===== config.mk =====
export PLATFORM = sky130hd
export DESIGN_NAME = pio_top
export DESIGN_NICKNAME = d
export VERILOG_FILES = /design/src/verilog/pio_pkg.sv /design/src/verilog/pio_reg_if.sv /design/src/verilog/pio_top.sv /design/src/verilog/pio_sync.sv /design/src/verilog/pio_axi_slave.sv
export SDC_FILE = /design/constraint.sdc
export NUM_CORES = 1
export LEC_CHECK = 0
export BUFFER_PORTS_ARGS = -buffer_cell sky130_fd_sc_hd__buf_4
export CAP_MARGIN = 20
export CORE_ASPECT_RATIO = 1.1
export CORE_MARGIN = 5
export CORE_UTILIZATION = 40
export CTS_CLUSTER_SIZE = 30
export DETAILED_ROUTE_END_ITERATION = 12
export PLACE_DENSITY_LB_ADDON = 0.15
export SLEW_MARGIN = 15
export SYNTH_ARGS = -nofsm -noshare
export SYNTH_HDL_FRONTEND = slang
export SYNTH_SLANG_ARGS = --single-unit
export TNS_END_PERCENT = 1

===== constraint.sdc =====
create_clock -name sys_clk -period 2.6 [get_ports sys_clk]
set_input_delay 0.13 -clock sys_clk [delete_from_list [all_inputs] [get_ports sys_clk]]
set_output_delay 0.13 -clock sys_clk [all_outputs]
set_load 0.02 [all_outputs]

===== src/verilog/pio_pkg.sv =====
// Package for the programmable port block: register map, field positions, pin masks, modes.
// Assumes a 32-bit AXI4-Lite register bus with an 8-bit byte address and eleven 8-bit ports.
package pio_pkg;
    localparam int NPORT = 11;
    localparam int NPIN = 88;
    localparam int ADDR_W = 8;
    localparam int PORT_NINE = 9;
    localparam int NMI_SHARED_INPUT_BIT = 69;
    localparam int PORT_SEVEN_BIT_ZERO = 56;
    localparam int PORT_SEVEN_BIT_ONE = 57;
    localparam int NPULL_REG = 3;

    // Address regions are picked by byte address bits 7:6; the word index is bits 5:2.
    localparam logic [1:0] REGION_DATA = 2'h0;
    localparam logic [1:0] REGION_DIR = 2'h1;
    localparam logic [1:0] REGION_PULL = 2'h2;
    localparam logic [1:0] REGION_MISC = 2'h3;
    localparam logic [7:0] OFS_DATA_BASE = 8'h00;
    localparam logic [7:0] OFS_DIR_BASE = 8'h40;
    localparam logic [7:0] OFS_PULL_BASE = 8'h80;
    localparam logic [7:0] OFS_PROTECT = 8'hC0;
    localparam logic [7:0] OFS_MODE = 8'hC4;
    localparam logic [7:0] OFS_STATUS = 8'hC8;

    localparam int PROT_PORT9_BIT = 2;
    localparam logic [7:0] PROT_RESET = 8'h00;
    localparam logic [7:0] DATA_RESET = 8'h00;
    localparam logic [7:0] DIR_RESET = 8'h00;
    localparam logic [7:0] PULL_RESET = 8'h00;
    localparam int STAT_NMI_LEVEL_BIT = 0;
    localparam int STAT_STRAP_BIT = 1;

    // Pins that carry the external bus in expansion and microprocessor modes (ports 0 to 5).
    localparam logic [NPIN-1:0] BUS_LOCK_MASK = 88'h0000_0000_FFFF_FFFF_FFFF;
    // Pull-ups of ports 0 to 3, bits 0 to 3 of port 4 and port 5 work in single-chip only.
    localparam logic [NPIN-1:0] PULL_SC_ONLY_MASK = 88'h0000_0000_FF0F_FFFF_FFFF;
    // Bits that have a direction latch at all: every pin but the shared interrupt input.
    localparam logic [NPIN-1:0] DIR_PRESENT_MASK = ~(88'h1 << NMI_SHARED_INPUT_BIT);
    localparam logic [NPIN-1:0] OPEN_DRAIN_MASK = 88'h3 << PORT_SEVEN_BIT_ZERO;

    localparam logic [1:0] AXI_OKAY = 2'h0;
    localparam logic [1:0] AXI_SLVERR = 2'h2;

    typedef enum logic [1:0] {
        MODE_SINGLE = 2'b00,
        MODE_EXPAND = 2'b01,
        MODE_RSVD = 2'b10,
        MODE_MICRO = 2'b11
    } pio_mode_e;
endpackage


===== src/verilog/pio_reg_if.sv =====
// Interface between the AXI4-Lite slave and the port register file.
// Assumes writes are single-cycle strobes and reads are combinational lookups.
interface pio_reg_if;
    logic wrEn;
    logic [7:0] wrAddr;
    logic [7:0] wrData;
    logic wrLane;
    logic wrHit;
    logic [7:0] rdAddr;
    logic [7:0] rdData;
    logic rdHit;

    modport bus (
        output wrEn, wrAddr, wrData, wrLane, rdAddr,
        input wrHit, rdData, rdHit
    );
    modport regs (
        input wrEn, wrAddr, wrData, wrLane, rdAddr,
        output wrHit, rdData, rdHit
    );
endinterface


===== src/verilog/pio_top.sv =====
// Programmable port block: 87 two-way pins, one input shared with the non-maskable interrupt.
// Assumes pins are sampled on sys_clk; the pad ring turns out/enable/pull into wire levels.
// Contract
// - Provide 87 two-way port bits and one input-only bit, pins shared with peripherals.
// - Each port has direction and data latches; each pull-up bit governs four bits.
// - An output bit drives its pin to the written level, push-pull.
// - Port seven bits zero and one only pull low or release, never drive high.
// - Writing data of an input bit updates the latch while the pin floats.
// - In expansion or microprocessor mode, bus pin data and direction ignore writes.
// - Reading data of an output bit returns the latch, not the pin.
// - Reading data of an input bit returns the sampled pin level.
// - Port nine direction writes take effect only while protection is lifted.
// - The input-only bit has no direction or pull-up and shares the interrupt pin.
// - A falling edge on the shared input always raises the non-maskable interrupt.
// - Enabled pull-ups connect only on input bits of the group.
// - Bus-side pull-ups connect only in single-chip mode; their bits stay writable.
// - After reset every two-way bit is an input until software sets it.
// - With the strap at single-chip, bus control pins stay ports until mode changes.
module pio_top
    import pio_pkg::*;
(
    input wire logic sys_clk,
    input wire logic resetn,
    input wire logic [ADDR_W-1:0] s_axi_awaddr,
    input wire logic s_axi_awvalid,
    output logic s_axi_awready,
    input wire logic [31:0] s_axi_wdata,
    input wire logic [3:0] s_axi_wstrb,
    input wire logic s_axi_wvalid,
    output logic s_axi_wready,
    output logic [1:0] s_axi_bresp,
    output logic s_axi_bvalid,
    input wire logic s_axi_bready,
    input wire logic [ADDR_W-1:0] s_axi_araddr,
    input wire logic s_axi_arvalid,
    output logic s_axi_arready,
    output logic [31:0] s_axi_rdata,
    output logic [1:0] s_axi_rresp,
    output logic s_axi_rvalid,
    input wire logic s_axi_rready,
    input wire logic processor_mode_strap,
    input wire logic [NPIN-1:0] pinIn,
    output logic [NPIN-1:0] pinOut_q,
    output logic [NPIN-1:0] pinOe_q,
    output logic [NPIN-1:0] pullUpEn_q,
    output logic nmiRequest_q
);
    pio_reg_if regs ();

    logic [NPORT-1:0][7:0] dataLatch_q;
    logic [NPORT-1:0][7:0] dir_q;
    logic [NPULL_REG-1:0][7:0] pull_q;
    logic [7:0] prot_q;
    pio_mode_e mode_q;
    logic strapTaken_q;
    logic nmiPrev_q;
    logic [NPIN-1:0] pinSync;
    logic [NPIN-1:0] pinOutD;
    logic [NPIN-1:0] pinOeD;
    logic [NPIN-1:0] pullD;
    logic busMode;
    logic [1:0] wrRegion;
    logic [3:0] wrIdx;
    logic [1:0] rdRegion;
    logic [3:0] rdIdx;
    logic wrStrobe;

    // Bits of one port that the external bus owns in the current mode.
    function automatic logic [7:0] lockByte(input int p, input logic bus);
        logic [7:0] m;
        m = BUS_LOCK_MASK[p*8 +: 8];
        return bus ? m : 8'h00;
    endfunction

    // Merge a write into a port byte, keeping the bits that must not change.
    function automatic logic [7:0] mergeByte(input logic [7:0] old, input logic [7:0] nw,
                                             input logic [7:0] keep);
        return (old & keep) | (nw & ~keep);
    endfunction

    pio_axi_slave u_slave (
        .sys_clk(sys_clk),
        .resetn(resetn),
        .s_axi_awaddr(s_axi_awaddr),
        .s_axi_awvalid(s_axi_awvalid),
        .s_axi_awready(s_axi_awready),
        .s_axi_wdata(s_axi_wdata),
        .s_axi_wstrb(s_axi_wstrb),
        .s_axi_wvalid(s_axi_wvalid),
        .s_axi_wready(s_axi_wready),
        .s_axi_bresp(s_axi_bresp),
        .s_axi_bvalid(s_axi_bvalid),
        .s_axi_bready(s_axi_bready),
        .s_axi_araddr(s_axi_araddr),
        .s_axi_arvalid(s_axi_arvalid),
        .s_axi_arready(s_axi_arready),
        .s_axi_rdata(s_axi_rdata),
        .s_axi_rresp(s_axi_rresp),
        .s_axi_rvalid(s_axi_rvalid),
        .s_axi_rready(s_axi_rready),
        .regs(regs)
    );

    pio_sync #(.W(NPIN)) u_sync (
        .sys_clk(sys_clk),
        .resetn(resetn),
        .asyncIn(pinIn),
        .syncOut(pinSync)
    );

    // Address decode shared by the write and read paths.
    assign busMode = (mode_q != MODE_SINGLE);
    assign wrRegion = regs.wrAddr[7:6];
    assign wrIdx = regs.wrAddr[5:2];
    assign rdRegion = regs.rdAddr[7:6];
    assign rdIdx = regs.rdAddr[5:2];
    assign wrStrobe = regs.wrEn && regs.wrLane;

    // A write hits when its word exists; the misc region holds three words.
    always_comb begin
        case (wrRegion)
            REGION_DATA: regs.wrHit = (wrIdx < 4'(NPORT));
            REGION_DIR: regs.wrHit = (wrIdx < 4'(NPORT));
            REGION_PULL: regs.wrHit = (wrIdx < 4'(NPULL_REG));
            REGION_MISC: regs.wrHit = (regs.wrAddr == OFS_PROTECT) || (regs.wrAddr == OFS_MODE)
                                      || (regs.wrAddr == OFS_STATUS);
            default: regs.wrHit = 1'b0;
        endcase
    end

    // Data latches: input bits still store, bus-owned bits hold their value.
    always_ff @(posedge sys_clk or negedge resetn) begin
        if (!resetn) begin
            dataLatch_q <= {NPORT{DATA_RESET}};
        end else if (wrStrobe && wrRegion == REGION_DATA) begin
            for (int p = 0; p < NPORT; p++) begin
                if (wrIdx == 4'(p)) begin
                    dataLatch_q[p] <= mergeByte(dataLatch_q[p], regs.wrData,
                                                lockByte(p, busMode));
                end
            end
        end
    end

    // Direction latches come up as inputs; port nine needs the protection bit.
    always_ff @(posedge sys_clk or negedge resetn) begin
        if (!resetn) begin
            dir_q <= {NPORT{DIR_RESET}};
        end else if (wrStrobe && wrRegion == REGION_DIR) begin
            for (int p = 0; p < NPORT; p++) begin
                if (wrIdx == 4'(p) && (p != PORT_NINE || prot_q[PROT_PORT9_BIT])) begin
                    dir_q[p] <= mergeByte(dir_q[p], regs.wrData, lockByte(p, busMode))
                                & DIR_PRESENT_MASK[p*8 +: 8];
                end
            end
        end
    end

    // Pull-up group enables stay writable in every mode.
    always_ff @(posedge sys_clk or negedge resetn) begin
        if (!resetn) begin
            pull_q <= {NPULL_REG{PULL_RESET}};
        end else if (wrStrobe && wrRegion == REGION_PULL) begin
            for (int r = 0; r < NPULL_REG; r++) begin
                if (wrIdx == 4'(r)) begin
                    pull_q[r] <= regs.wrData;
                end
            end
        end
    end

    // Protection latch; it stays set until software clears it, so port nine stays open.
    always_ff @(posedge sys_clk or negedge resetn) begin
        if (!resetn) begin
            prot_q <= PROT_RESET;
        end else if (wrStrobe && regs.wrAddr == OFS_PROTECT) begin
            prot_q <= regs.wrData;
        end
    end

    // The strap is caught on the first edge after reset, so bus pins start as ports.
    always_ff @(posedge sys_clk or negedge resetn) begin
        if (!resetn) begin
            mode_q <= MODE_SINGLE;
            strapTaken_q <= 1'b0;
        end else if (!strapTaken_q) begin
            strapTaken_q <= 1'b1;
            mode_q <= processor_mode_strap ? MODE_MICRO : MODE_SINGLE;
        end else if (wrStrobe && regs.wrAddr == OFS_MODE) begin
            mode_q <= pio_mode_e'(regs.wrData[1:0]);
        end
    end

    // Pin drive: push-pull follows the latch, port seven bits zero and one only sink.
    always_comb begin
        pinOutD = dataLatch_q;
        pinOeD = dir_q & DIR_PRESENT_MASK;
        pinOutD[PORT_SEVEN_BIT_ONE:PORT_SEVEN_BIT_ZERO] = 2'b00;
        pinOeD[PORT_SEVEN_BIT_ONE:PORT_SEVEN_BIT_ZERO] =
            dir_q[7][1:0] & ~dataLatch_q[7][1:0];
        for (int i = 0; i < NPIN; i++) begin
            pullD[i] = pull_q[i / 32][(i / 4) % 8] & ~dir_q[i / 8][i % 8]
                       & DIR_PRESENT_MASK[i] & (!busMode || !PULL_SC_ONLY_MASK[i]);
        end
    end

    // Pad controls are registered so the pad ring sees clean levels.
    always_ff @(posedge sys_clk or negedge resetn) begin
        if (!resetn) begin
            pinOut_q <= '0;
            pinOe_q <= '0;
            pullUpEn_q <= '0;
        end else begin
            pinOut_q <= pinOutD;
            pinOe_q <= pinOeD;
            pullUpEn_q <= pullD;
        end
    end

    // The interrupt cannot be masked, so every synchronised falling edge is reported.
    always_ff @(posedge sys_clk or negedge resetn) begin
        if (!resetn) begin
            nmiPrev_q <= 1'b0; // Same as the synchroniser's reset, so no false edge.
            nmiRequest_q <= 1'b0;
        end else begin
            nmiPrev_q <= pinSync[NMI_SHARED_INPUT_BIT];
            nmiRequest_q <= nmiPrev_q && !pinSync[NMI_SHARED_INPUT_BIT];
        end
    end

    // Read mux: output bits show the latch, input bits the synchronised pin.
    always_comb begin
        regs.rdData = 8'h00;
        regs.rdHit = 1'b0;
        for (int p = 0; p < NPORT; p++) begin
            if (rdIdx == 4'(p)) begin
                case (rdRegion)
                    REGION_DATA: begin
                        regs.rdData = (dir_q[p] & dataLatch_q[p])
                                      | (~dir_q[p] & pinSync[p*8 +: 8]);
                        regs.rdHit = 1'b1;
                    end
                    REGION_DIR: begin
                        regs.rdData = dir_q[p];
                        regs.rdHit = 1'b1;
                    end
                    REGION_PULL: begin
                        regs.rdData = (p < NPULL_REG) ? pull_q[p % NPULL_REG] : 8'h00;
                        regs.rdHit = (p < NPULL_REG);
                    end
                    default: begin
                        regs.rdData = 8'h00;
                    end
                endcase
            end
        end
        if (regs.rdAddr == OFS_PROTECT) begin
            regs.rdData = prot_q;
            regs.rdHit = 1'b1;
        end else if (regs.rdAddr == OFS_MODE) begin
            regs.rdData = {6'h00, mode_q};
            regs.rdHit = 1'b1;
        end else if (regs.rdAddr == OFS_STATUS) begin
            regs.rdData = 8'h00;
            regs.rdData[STAT_NMI_LEVEL_BIT] = pinSync[NMI_SHARED_INPUT_BIT];
            regs.rdData[STAT_STRAP_BIT] = processor_mode_strap;
            regs.rdHit = 1'b1;
        end
    end
endmodule // pio_top


===== src/verilog/pio_sync.sv =====
// Two-flop synchroniser for a bus of independent pin levels.
// Assumes each bit is a separate level; no bit-to-bit coherence is promised.
module pio_sync #(
    parameter int W = 88
) (
    input wire logic sys_clk,
    input wire logic resetn,
    input wire logic [W-1:0] asyncIn,
    output logic [W-1:0] syncOut
);
    logic [W-1:0] meta_q;

    // The first stage feeds only the second stage, to let metastability settle.
    always_ff @(posedge sys_clk or negedge resetn) begin
        if (!resetn) begin
            meta_q <= '0;
            syncOut <= '0;
        end else begin
            meta_q <= asyncIn;
            syncOut <= meta_q;
        end
    end
endmodule // pio_sync


===== src/verilog/pio_axi_slave.sv =====
// AXI4-Lite slave that turns bus transfers into register strobes and lookups.
// Assumes one write and one read outstanding at most; all AXI outputs are registered.
module pio_axi_slave
    import pio_pkg::*;
(
    input wire logic sys_clk,
    input wire logic resetn,
    input wire logic [ADDR_W-1:0] s_axi_awaddr,
    input wire logic s_axi_awvalid,
    output logic s_axi_awready,
    input wire logic [31:0] s_axi_wdata,
    input wire logic [3:0] s_axi_wstrb,
    input wire logic s_axi_wvalid,
    output logic s_axi_wready,
    output logic [1:0] s_axi_bresp,
    output logic s_axi_bvalid,
    input wire logic s_axi_bready,
    input wire logic [ADDR_W-1:0] s_axi_araddr,
    input wire logic s_axi_arvalid,
    output logic s_axi_arready,
    output logic [31:0] s_axi_rdata,
    output logic [1:0] s_axi_rresp,
    output logic s_axi_rvalid,
    input wire logic s_axi_rready,
    pio_reg_if.bus regs
);
    logic awHeld_q;
    logic wHeld_q;
    logic rdPend_q;
    logic [7:0] awAddr_q;
    logic [7:0] wData_q;
    logic wLane_q;
    logic [7:0] arAddr_q;

    // A write fires once address and data are both held and the last response is gone.
    assign regs.wrEn = awHeld_q && wHeld_q && !s_axi_bvalid;
    assign regs.wrAddr = awAddr_q;
    assign regs.wrData = wData_q;
    assign regs.wrLane = wLane_q;
    assign regs.rdAddr = arAddr_q;

    // Write address and data channels are taken independently, in either order.
    always_ff @(posedge sys_clk or negedge resetn) begin
        if (!resetn) begin
            awHeld_q <= 1'b0;
            wHeld_q <= 1'b0;
            s_axi_awready <= 1'b0;
            s_axi_wready <= 1'b0;
            awAddr_q <= 8'h00;
            wData_q <= 8'h00;
            wLane_q <= 1'b0;
        end else begin
            if (s_axi_awvalid && s_axi_awready) begin
                awHeld_q <= 1'b1;
                awAddr_q <= s_axi_awaddr;
                s_axi_awready <= 1'b0;
            end else if (regs.wrEn) begin
                awHeld_q <= 1'b0;
            end else if (!awHeld_q && !s_axi_bvalid) begin
                s_axi_awready <= 1'b1;
            end
            if (s_axi_wvalid && s_axi_wready) begin
                wHeld_q <= 1'b1;
                wData_q <= s_axi_wdata[7:0]; // Registers are eight bits in the low lane.
                wLane_q <= s_axi_wstrb[0];
                s_axi_wready <= 1'b0;
            end else if (regs.wrEn) begin
                wHeld_q <= 1'b0;
            end else if (!wHeld_q && !s_axi_bvalid) begin
                s_axi_wready <= 1'b1;
            end
        end
    end

    // Write response; an unmapped address answers SLVERR and stores nothing.
    always_ff @(posedge sys_clk or negedge resetn) begin
        if (!resetn) begin
            s_axi_bvalid <= 1'b0;
            s_axi_bresp <= AXI_OKAY;
        end else if (regs.wrEn) begin
            s_axi_bvalid <= 1'b1;
            s_axi_bresp <= regs.wrHit ? AXI_OKAY : AXI_SLVERR;
        end else if (s_axi_bready) begin
            s_axi_bvalid <= 1'b0;
        end
    end

    // Read path; the pin view is sampled one cycle after the address is taken.
    always_ff @(posedge sys_clk or negedge resetn) begin
        if (!resetn) begin
            s_axi_arready <= 1'b0;
            rdPend_q <= 1'b0;
            arAddr_q <= 8'h00;
            s_axi_rvalid <= 1'b0;
            s_axi_rdata <= 32'h0000_0000;
            s_axi_rresp <= AXI_OKAY;
        end else begin
            if (s_axi_arvalid && s_axi_arready) begin
                s_axi_arready <= 1'b0;
                arAddr_q <= s_axi_araddr;
                rdPend_q <= 1'b1;
            end else if (rdPend_q) begin
                rdPend_q <= 1'b0;
                s_axi_rvalid <= 1'b1;
                s_axi_rdata <= {24'h00_0000, regs.rdData};
                s_axi_rresp <= regs.rdHit ? AXI_OKAY : AXI_SLVERR;
            end else if (s_axi_rvalid && s_axi_rready) begin
                s_axi_rvalid <= 1'b0;
            end else if (!s_axi_rvalid) begin
                s_axi_arready <= 1'b1;
            end
        end
    end
endmodule // pio_axi_slave


# Word level (Yosys, flattened, before mapping)
# Index checks and enable logic that the tools add are counted.
classes:
  n_lt_le_gt_ge: 2
  eq_ne: 37
  n_mux: 75
  bitwise_logic: 291
  reduce_logical: 67
ops:
  columns: ["operator", "n"]
  rows:
  - ["8-bit bitwise AND", 35]
  - ["8-bit bitwise OR", 23]
  - ["1-bit bitwise AND", 131]
  - ["8-bit one-hot mux with 2 select lines", 8]
  - ["8-bit 2-to-1 mux", 15]
  - ["8-bit inverter", 12]
  - ["1-bit inverter", 88]
  - ["8-bit one-hot mux with 3 select lines", 3]
  - ["2-bit AND reduction", 29]
  - ["8-bit equality test (second input constant)", 6]
  - ["1-bit 2-to-1 mux", 35]
  - ["4-bit by 3-bit equality test with 1-bit output (second input constant)", 8]
  - ["4-bit equality test (second input constant)", 6]
  - ["4-bit by 2-bit equality test with 1-bit output (second input constant)", 4]
  - ["1-bit logical AND", 16]
  - ["1-bit one-hot mux with 2 select lines", 8]
  - ["2-bit nonzero test", 7]
  - ["2-bit 2-to-1 mux", 5]
  - ["4-bit by 1-bit equality test with 1-bit output (second input constant)", 2]
  - ["4-bit logical NOT", 2]
  - ["2-bit by 1-bit inequality test with 1-bit output (second input constant)", 4]
  - ["2-bit equality test (second input constant)", 3]
  - ["1-bit logical NOT", 5]
  - ["2-bit by 1-bit equality test with 1-bit output (second input constant)", 2]
  - ["other kinds (11)", 15]
word_totals:
  regBits: 693
  in_bits: 148
  out_inout_bits: 306
  wordCells: 522

# Logic depth before layout (Yosys ltp)
# Gate-level depths: netlist of run 1.
logic_depth:
  ltp_word: 28
  depth_mapped: 10
  depth_no_buf: 6

# Cells and area by module
# A second synthesis of run 1 with hierarchy kept.
unflattened:
  cells_unflattened: 1698
  area_unflattened_um2: 24463.5
by_module_without_submodules:
  columns: ["mod", "n_inst", "cells_per_inst", "area_per_inst_um2", "seq_area_each_um2"]
  rows:
  - ["pio_top", 1, 1390, 18205.0, 11811.3]
  - ["pio_sync", 1, 176, 4404.2, 4404.2]
  - ["pio_axi_slave", 1, 132, 1854.3, 1076.0]

# Worst setup path after synthesis of run 1
# OpenSTA, ideal clock, no wires.
synth_timing:
  path_type: "register to register"
  from: "register u_slave.s_axi_bvalid"
  to: "register dataLatch_q[56] (netlist name)"
  setup_ps: 125
  t_arrival_ps: 1879
  required_time_ps: 2475
  path_slack_ps: 596
  path_stages_with_launch: 5
  n_path_buf: 0
  synth_period_minus_slack_ps: 2004
  path_cell_list: "dfrtp_1 nand3b_4 or3_1 nor3_2 mux2_2"
synth_via:
  elab_chain_len: 5
synth_rtl:
  columns: ["element", "line_no", "rtl"]
  rows:
  - ["from (decl)", "pio_axi_slave.sv:16", "output logic s_axi_bvalid,"]
  - ["from (signal assigned)", "pio_axi_slave.sv:78", "s_axi_bvalid <= 1'b0;"]
  - ["from (signal assigned)", "pio_axi_slave.sv:81", "s_axi_bvalid <= 1'b1;"]
  - ["from (signal assigned)", "pio_axi_slave.sv:84", "s_axi_bvalid <= 1'b0;"]
  - ["1-bit logical NOT", "pio_axi_slave.sv:36", "assign regs.wrEn = awHeld_q && wHeld_q && !s_axi_bvalid;"]
  - ["1-bit logical AND", "pio_axi_slave.sv:36", null]
  - ["1-bit logical AND", "pio_top.sv:117", "assign wrStrobe = regs.wrEn && regs.wrLane;"]
  - ["1-bit logical AND", "pio_top.sv:135", "end else if (wrStrobe && wrRegion == REGION_DATA) begin"]
  - ["2-bit AND reduction (no source line)", null, null]
  - ["to (signal assigned)", "pio_top.sv:134", "dataLatch_q <= {NPORT{DATA_RESET}};"]
  - ["to (signal, indexed assignment)", "pio_top.sv:138", "dataLatch_q[p] <= mergeByte(dataLatch_q[p], regs.wrData,"]
  - ["to (decl)", "pio_top.sv:50", "logic [NPORT-1:0][7:0] dataLatch_q;"]
# No other way between the ends.
# A chain may end at the register's enable or synchronous reset.

# Worst setup path after layout of run 1
layout_timing:
  from: "register u_slave.arAddr_q[6] (netlist: u_slave.regs.rdAddr[6])"
  to: "register u_slave.s_axi_rdata[7]"
layout_via:
  elab_chain_len: 16
  word_cells_on_any_way: 31
  cone_classes: "eq/ne (5); mux (25); reduce/logical (1)"
layout_rtl:
  columns: ["element", "line_no", "rtl"]
  rows:
  - ["from (decl)", "pio_axi_slave.sv:33", "logic [7:0] arAddr_q;"]
  - ["from (signal assigned)", "pio_axi_slave.sv:100", "arAddr_q <= s_axi_araddr;"]
  - ["2-bit equality test, or another cell as far along", "pio_top.sv:237", "case (rdRegion)"]
  - ["8-bit one-hot mux with 3 select lines", "pio_top.sv:237", null]
  - ["8-bit 2-to-1 mux (11 in series)", "pio_top.sv:236", "if (rdIdx == 4'(p)) begin"]
  - ["8-bit 2-to-1 mux", "pio_top.sv:263", "end else if (regs.rdAddr == OFS_STATUS) begin"]
  - ["8-bit 2-to-1 mux", "pio_top.sv:260", "end else if (regs.rdAddr == OFS_MODE) begin"]
  - ["8-bit 2-to-1 mux (*)", "pio_top.sv:257", "if (regs.rdAddr == OFS_PROTECT) begin"]
  - ["to (signal assigned)", "pio_axi_slave.sv:105", "s_axi_rdata <= {24'h00_0000, regs.rdData};"]
  - ["to (decl)", "pio_axi_slave.sv:21", "output logic [31:0] s_axi_rdata,"]
# Mark *: on every way between the ends. The rest lies on a longest branch, timed or not.

==> out/summary.txt, run 1 <==
Setup TNS -> 0 ns
Worst-Skew Late Latency -> 0.62 ns
H-tree depth -> 3
CTS sink count -> 691
Chip width -> 245 µm
Setup Skew -> 0.0198 ns
Crit-path cells -> buf_12, buf_12, buf_4, nor3b_1, o21ai_0, o21ai_0, o21ai_0, a21oi_1, a21bo_2
Fin crit period -> 2.39 ns
CTS tree -> yes
Hold Vio Cnt, Final -> 0
Hold Path Class -> in -> reg
Global-route wire length before repair -> 113000 µm
Critical path's slowest cell -> dfrtp_4
Area grow syn2layout -> 33.7%
Post-route cell area -> 0.0325 mm²
RSZ-0062 raised after global routing -> false
Clk buf depth -> 3
Register bit count reported by yosys -> 691
Ports -> 454
Met2 usage -> 38.7%
CP delay by family, top -> compound AO/OA/AOI/OAI gates
Largest net degree at the start of global routing -> 85
Reg area -> 0.0173 mm²
PostCTS Resize Cnt -> 0
Die height -> 269 µm
Initial antenna violation count -> 2
DRC -> 0
Row count -> 94
Hold_buf cts -> 117
Async set-reset flop share out of synthesis -> 100%
Worst endpoint data arrival time -> 2.94 ns
Worst Setup SP -> u_slave.regs.rdAddr[6]$_DFFE_PN0P_
Dpl hpwl -> 56200 µm
Tcrit/Tclk final -> 91.8%
Final Setup Violations -> 0
Post-Syn Area -> 0.0243 mm²
Fillers -> 5030
Share of layout cells above drive strength 1 -> 38.2%
Largest stage delay, worst path -> 0.56 ns
Clk slew on worst S/H paths -> 0.06 ns
Post-CTS setup buffers -> 0
Maximum clock frequency -> 0.419 GHz
Setup WS post-layout -> 0.214 ns
PnR Total Power -> 33500 µW
Wire length per cell -> 24.0 µm
R2r startpoint -> u_slave.regs.rdAddr[6]$_DFFE_PN0P_
Outcome -> complete, no violations
CTS Buf Count -> 72
DP Area -> 0.0289 mm²
Number of DRC markers in iteration 0 -> 1200
Number of buffers and inverters on the critical path -> 3
PortBufs -> 396
# diodes -> 0
Total gr overflow -> 0
Power per cell area -> 1030 mW/mm²
Worst Path Required -> 3.16 ns
Placement Setup Slack -> 0.234 ns
Via count -> 16100
Slew Limit Headroom -> 51.1%
Synth Flop Type -> dfrtp_1
GRT busiest layer -> met2
Beginning of the worst hold path -> s_axi_awvalid
Syn avg cell area -> 14.2 µm²
Total GRT Usage -> 23.2%
Max_cap viols -> 0
Post-synthesis sequential area ratio -> 71.1%
Met1 usage -> 31.5%
Max rail drop VDD -> 0.754 mV
Area of the multi-input gates -> 0.00658 mm²
Crit path top cell by count -> o21ai_0
Worst Setup Start Kind -> register
DR pass1 iterations -> 7
Core area -> 0.0601 mm²
Leak -> 0.0163 µW
Final core utilization -> 54.1%
Worst-path maximum fanout -> 23
Slew Limit Fails -> 0
Number of flops mapped to enable cells by yosys -> 0
Met3 Use GR -> 4.61%
Starting Density -> 40.5%
Netlist cell types -> 67
Die area -> 0.0659 mm²
Root Buffer -> clkbuf_16
Routed Wire Length -> 77200 µm
Critical setup path kind -> reg -> reg
CP endpoint kind -> register
Final GP Congestion -> 0.900
Vias per Instance -> 5.02
Post-DRT Antenna Nets -> 0
Least-Margin Pin Slew -> 0.730 ns
Post-synthesis cell count -> 1717
Total Nets Final -> 2486
Via count of the first global-routing pass -> 16700
Yosys warns -> 0
==> worst paths after layout <==
| path | end | slack [ns] | cells past startpoint |
|---|---|---|---|
| max | u_slave.s_axi_rdata[7]$_DFFE_PN0P_ | 0.21 | 9 |
| max in group asynchronous | pullUpEn_q[3]$_DFF_PN0_ | 1.61 | 3 |
| max reg2reg | u_slave.s_axi_rdata[7]$_DFFE_PN0P_ | 0.21 | 9 |
| min | u_slave.awHeld_q$_DFFE_PN0P_ | 0.07 | 3 |
| min in group asynchronous | pinOe_q[50]$_DFF_PN0_ | 0.08 | 2 |
| min reg2reg | u_sync.syncOut[39]$_DFF_PN0_ | 0.34 | 0 |
==> tightest hold or removal path, cell delays in order <==
cell and delay, ns:
buf_4 0.08, nand2_1 0.29, nand2_1 0.14
==> cell type report <==
class | count | share of cell area (%)
inverters | 12 | 0.138
clock inverters | 30 | 1.08
well taps | 816 | 3.14
flip-flops and latches | 691 | 53.1
multi-input cells | 943 | 20.2
clock buffers | 102 | 6.64
repair buffers | 618 | 15.6
==> Yosys cell counts (all sizes together) (3+ instances only) <==
master	instances	share of area, %
dfrtp	691	71
mux2	227	11
o21ai	137	2.8
a21oi	99	2.0
nor2	85	1.4
nand2	75	1.2
nor2b	57	1.5
clkbuf	55	0.85
or3b	51	1.8
buf	45	1.3
nand2b	29	0.75
nand3	17	0.35
nor3	17	0.55
and3	11	0.28
inv	11	0.17
o211ai	10	0.31
o22ai	10	0.26
a211oi	8	0.25
o21a	7	0.22
nand3b	5	0.21
nand4	5	0.13
a21o	4	0.12
a31oi	4	0.10
and2	4	0.10
or3	4	0.10
a2111oi	3	0.13
mux2i	3	0.12
nor3b	3	0.093
o211a	3	0.12
o221ai	3	0.11
or2	3	0.077
==> placed cells by master (no fill, tap or decap), types with 7 or more instances in the layout <==
cell type      netlist  layout
dfrtp_1            691     689
buf_4               31     488
mux2_2             226     226
o21ai_0            136     136
dlygate4sd3_1        0     117
a21oi_1             99      99
nor2_1              81      81
clkbuf_16            0      77
nand2_1             75      75
nor2b_1             57      57
or3b_2              46      46
conb_1               2      31
nand2b_1            29      29
nand3_1             17      17
clkinv_2             0      15
clkbuf_8             0      14
nor3_1              11      11
and3_1              11      11
clkbuf_1            54      11
buf_12               0      11
inv_1               10      10
o211ai_1            10      10
o22ai_1             10      10
a211oi_1             8       8
o21a_1               7       7
bufinv_16            0       7
==> routing by layer <==
layer	vias up	share of wire, %
met5	-	0.017
met4	2	2.2
met3	98	5.4
met2	489	49
met1	8364	43
li1	7171	-
==> logic make-up (layout without fill, tap and decap cells) <==
family	Yosys count	after routing	synth area share, %
AOI/OAI and AO/OA	311	311	7.33
buffers and inverters	112	762	2.32
DFF	691	691	71.1
muxes	230	230	10.6
other	2	31	0.0309
and+or+nand+nor	371	371	8.62
==> power by group <==
group	switching [µW]	internal [µW]	leakage [µW]
logic	5420	3480	0.00594
registers	1430	12400	0.00912
clock network	4280	6520	0.00124
==> per-stage QoR <==
stage	hold slack (ns)	std cells
6_report	0.0697	3212
3_3_place_gp	0.140	2962
3_5_place_dp	0.137	2963
5_1_grt	0.0784	3212
4_1_cts	0.0320	3212
2_1_floorplan	-0.166	1746
(Power assumes the default switching activity.)
==> inputs of run 2 (changes only) <==
clock period = 2.68 ns   (was 2.6 ns; I/O delays follow)
==> run 2 against run 1 <==
Effect of this change: global-route usage is 0.11 points lower; worst hold slack better by 0.030 ns; cell count is 0.56% lower; combinational power is 4.6% lower; sequential power is 3% lower; critical path depth is 2 lower; wire length hardly changed; largest power group unchanged; design area is 0.30% lower; critical endpoint is now u_slave.s_axi_rdata[0]$_DFFE_PN0P_; flip-flop and latch count stayed put; core utilization is 0.16 points lower.
==> out/summary.txt, run 2 (same netlist as run 1, synthesis figures left out) <==
Core area -> 0.0601 mm² (unchanged)
Post-DRT Antenna Nets -> 0 (unchanged)
Outcome -> complete, no violations
Max_cap viols -> 0 (unchanged)
Fin crit period -> 2.43 ns (+0.0486 ns)
Maximum clock frequency -> 0.411 GHz (-2.0%)
Hold_buf cts -> 117 (unchanged)
Crit-path cells -> buf_4, or3b_2, a2111oi_0, o21ai_0, o211ai_1, a211oi_1, a21oi_1
DR pass1 iterations -> 7 (unchanged)
PostCTS Resize Cnt -> 0 (unchanged)
Hold Vio Cnt, Final -> 0 (unchanged)
Post-CTS setup buffers -> 0 (unchanged)
Starting Density -> 40.5% (unchanged)
DRC -> 0 (unchanged)
Die height -> 269 µm (unchanged)
Total Nets Final -> 2468 (-0.72%)
Clk slew on worst S/H paths -> 0.06 ns (about the same)
Chip width -> 245 µm (unchanged)
Most frequent cells in the layout -> dfrtp_1, buf_4, mux2_2
Wire length per cell -> 24.2 µm (+0.48%)
Setup TNS -> 0 ns (unchanged)
RSZ-0062 raised after global routing -> false
Final Setup Violations -> 0 (unchanged)
Number of buffers and inverters on the critical path -> 1 (-2)
Most common cell after layout, fill and taps aside -> dfrtp_1
Inst Count DP -> 2944 (-0.64%)
Worst endpoint data arrival time -> 2.96 ns (+0.02 ns)
Slew Limit Fails -> 0 (unchanged)
Total gr overflow -> 0 (unchanged)
Fillers -> 5076 (+0.91%)
Least-Margin Pin Slew -> 0.789 ns (+0.0583 ns)
CTS sink count -> 691 (unchanged)
Clk buf depth -> 3 (unchanged)
Max rail drop VDD -> 0.668 mV (-11%)
Power per cell area -> 1010 mW/mm² (-2.3%)
Root Buffer -> clkbuf_16
Via count -> 16100 (-0.11%)
CP endpoint kind -> register
Die area -> 0.0659 mm² (unchanged)
CTS tree -> yes
Number of DRC markers in iteration 0 -> 1237 (+3.1%)
Vias per Instance -> 5.04 (+0.46%)
Worst Path Required -> 3.21 ns (+0.05 ns)
PortBufs -> 396 (unchanged)
Hold Path Class -> in -> reg
Worst-path maximum fanout -> 11 (-52%)
Leak -> 0.0162 µW (-0.50%)
Tcrit/Tclk final -> 90.8% (-0.93 points)
Critical setup path kind -> reg -> reg
Critical path's slowest cell -> dfrtp_4
Dpl hpwl -> 55900 µm (-0.58%)
Cell Count, Final, Fillers Out -> 3194 (-0.56%)
Routed Wire Length -> 77200 µm (about the same)
Ports -> 454 (unchanged)
Area grow syn2layout -> 33.3%
Worst-Skew Late Latency -> 0.61 ns (about the same)
Slew Limit Headroom -> 46.8% (-4.4 points)
CTS Buf Count -> 72 (unchanged)
Worst Setup Start Kind -> register
Setup Skew -> 0.0208 ns (+0.000938 ns)
Row count -> 94 (unchanged)
Final GP Congestion -> 0.916 (+1.8%)
Global-route wire length before repair -> 113000 µm (about the same)
CP delay by family, top -> compound AO/OA/AOI/OAI gates
Total GRT Usage -> 23.1% (-0.11 points)
Largest net degree at the start of global routing -> 98 (+15%)
Initial antenna violation count -> 4 (+2)
Via count of the first global-routing pass -> 16800 (+0.62%)
Largest stage delay, worst path -> 0.59 ns (+0.03 ns)
H-tree depth -> 3 (unchanged)
Share of layout cells above drive strength 1 -> 37.7% (-0.54 points)
[run 2: changes by cell type in the layout (fill, tap and decap cells not counted)]
cell,delta
buf_4,-15
clkinv_2,-9
buf_12,-3
clkbuf_8,+3
clkinv_4,+3
bufinv_16,+2
inv_6,-2
buf_6,+1
buf_8,-1
clkbuf_1,+1
clkinvlp_4,+1
diode_2,+1
[run 2: path summary, 6_finish.rpt]
path                                                    startpoint                            endpoint  slack, ns  cells after the start
worst max-delay path            u_slave.regs.rdAddr[6]$_DFFE_PN0P_  u_slave.s_axi_rdata[0]$_DFFE_PN0P_       0.25                      7
worst min-delay path                                 s_axi_awvalid        u_slave.awHeld_q$_DFFE_PN0P_        0.1                      3
worst max register to register  u_slave.regs.rdAddr[6]$_DFFE_PN0P_  u_slave.s_axi_rdata[0]$_DFFE_PN0P_       0.25                      7
worst min register to register         u_sync.meta_q[85]$_DFF_PN0_        u_sync.syncOut[85]$_DFF_PN0_       0.34                      0
max in group asynchronous                                   resetn              pinOut_q[52]$_DFF_PN0_       1.59                      3
min in group asynchronous                                   resetn            pullUpEn_q[50]$_DFF_PN0_       0.11                      2
[run 2: worst reg2reg max path, stage by stage, from the launching register on]
cell       delay [ns]
dfrtp_4          0.59
buf_4            0.23
or3b_2           0.45
a2111oi_0        0.56
o21ai_0          0.15
o211ai_1         0.13
a211oi_1         0.07
a21oi_1          0.18
[run 2: area by class of cell]
type | instances | area (µm²) | share of cell area (%)
multi-input combinational | 943 | 6580 | 20.3
antenna | 1 | 2.50 | 0.00771
clock buffer | 106 | 2210 | 6.80
sequential | 691 | 17300 | 53.3
tap | 816 | 1020 | 3.15
clock inverter | 25 | 383 | 1.18
inverter | 12 | 45.0 | 0.139
timing repair buffer | 600 | 4910 | 15.1
[run 2: power by group]
group | leakage (µW) | switching (µW) | internal [µW]
combinational | 0.00584 | 5230 | 3250
clock | 0.00126 | 4110 | 6590
sequential | 0.00912 | 1430 | 12000
[run 2: stage by stage]
stage	instance area, µm²	util, %	hold WS (ns)	total power, µW	worst slack [ns]
finish	32400	54.0	0.0993	32600	0.246
global placement	28700	47.7	0.161	21800	0.333
detailed placement	28700	47.7	0.157	21900	0.282
CTS	32400	54.0	0.0555	32900	0.242
floorplan	24400	-	-0.162	17400	0.676
global route	32400	54.0	0.104	34000	0.144
[run 2: per-layer routing]
layer  global-route usage [%]  up-vias  wire (µm)
li1                         -     7134          -
met1                     30.8     8317      32100
met2                     38.6      538      38200
met3                     5.38      116       5100
met4                     6.43        2       1850
met5                        0        -         13
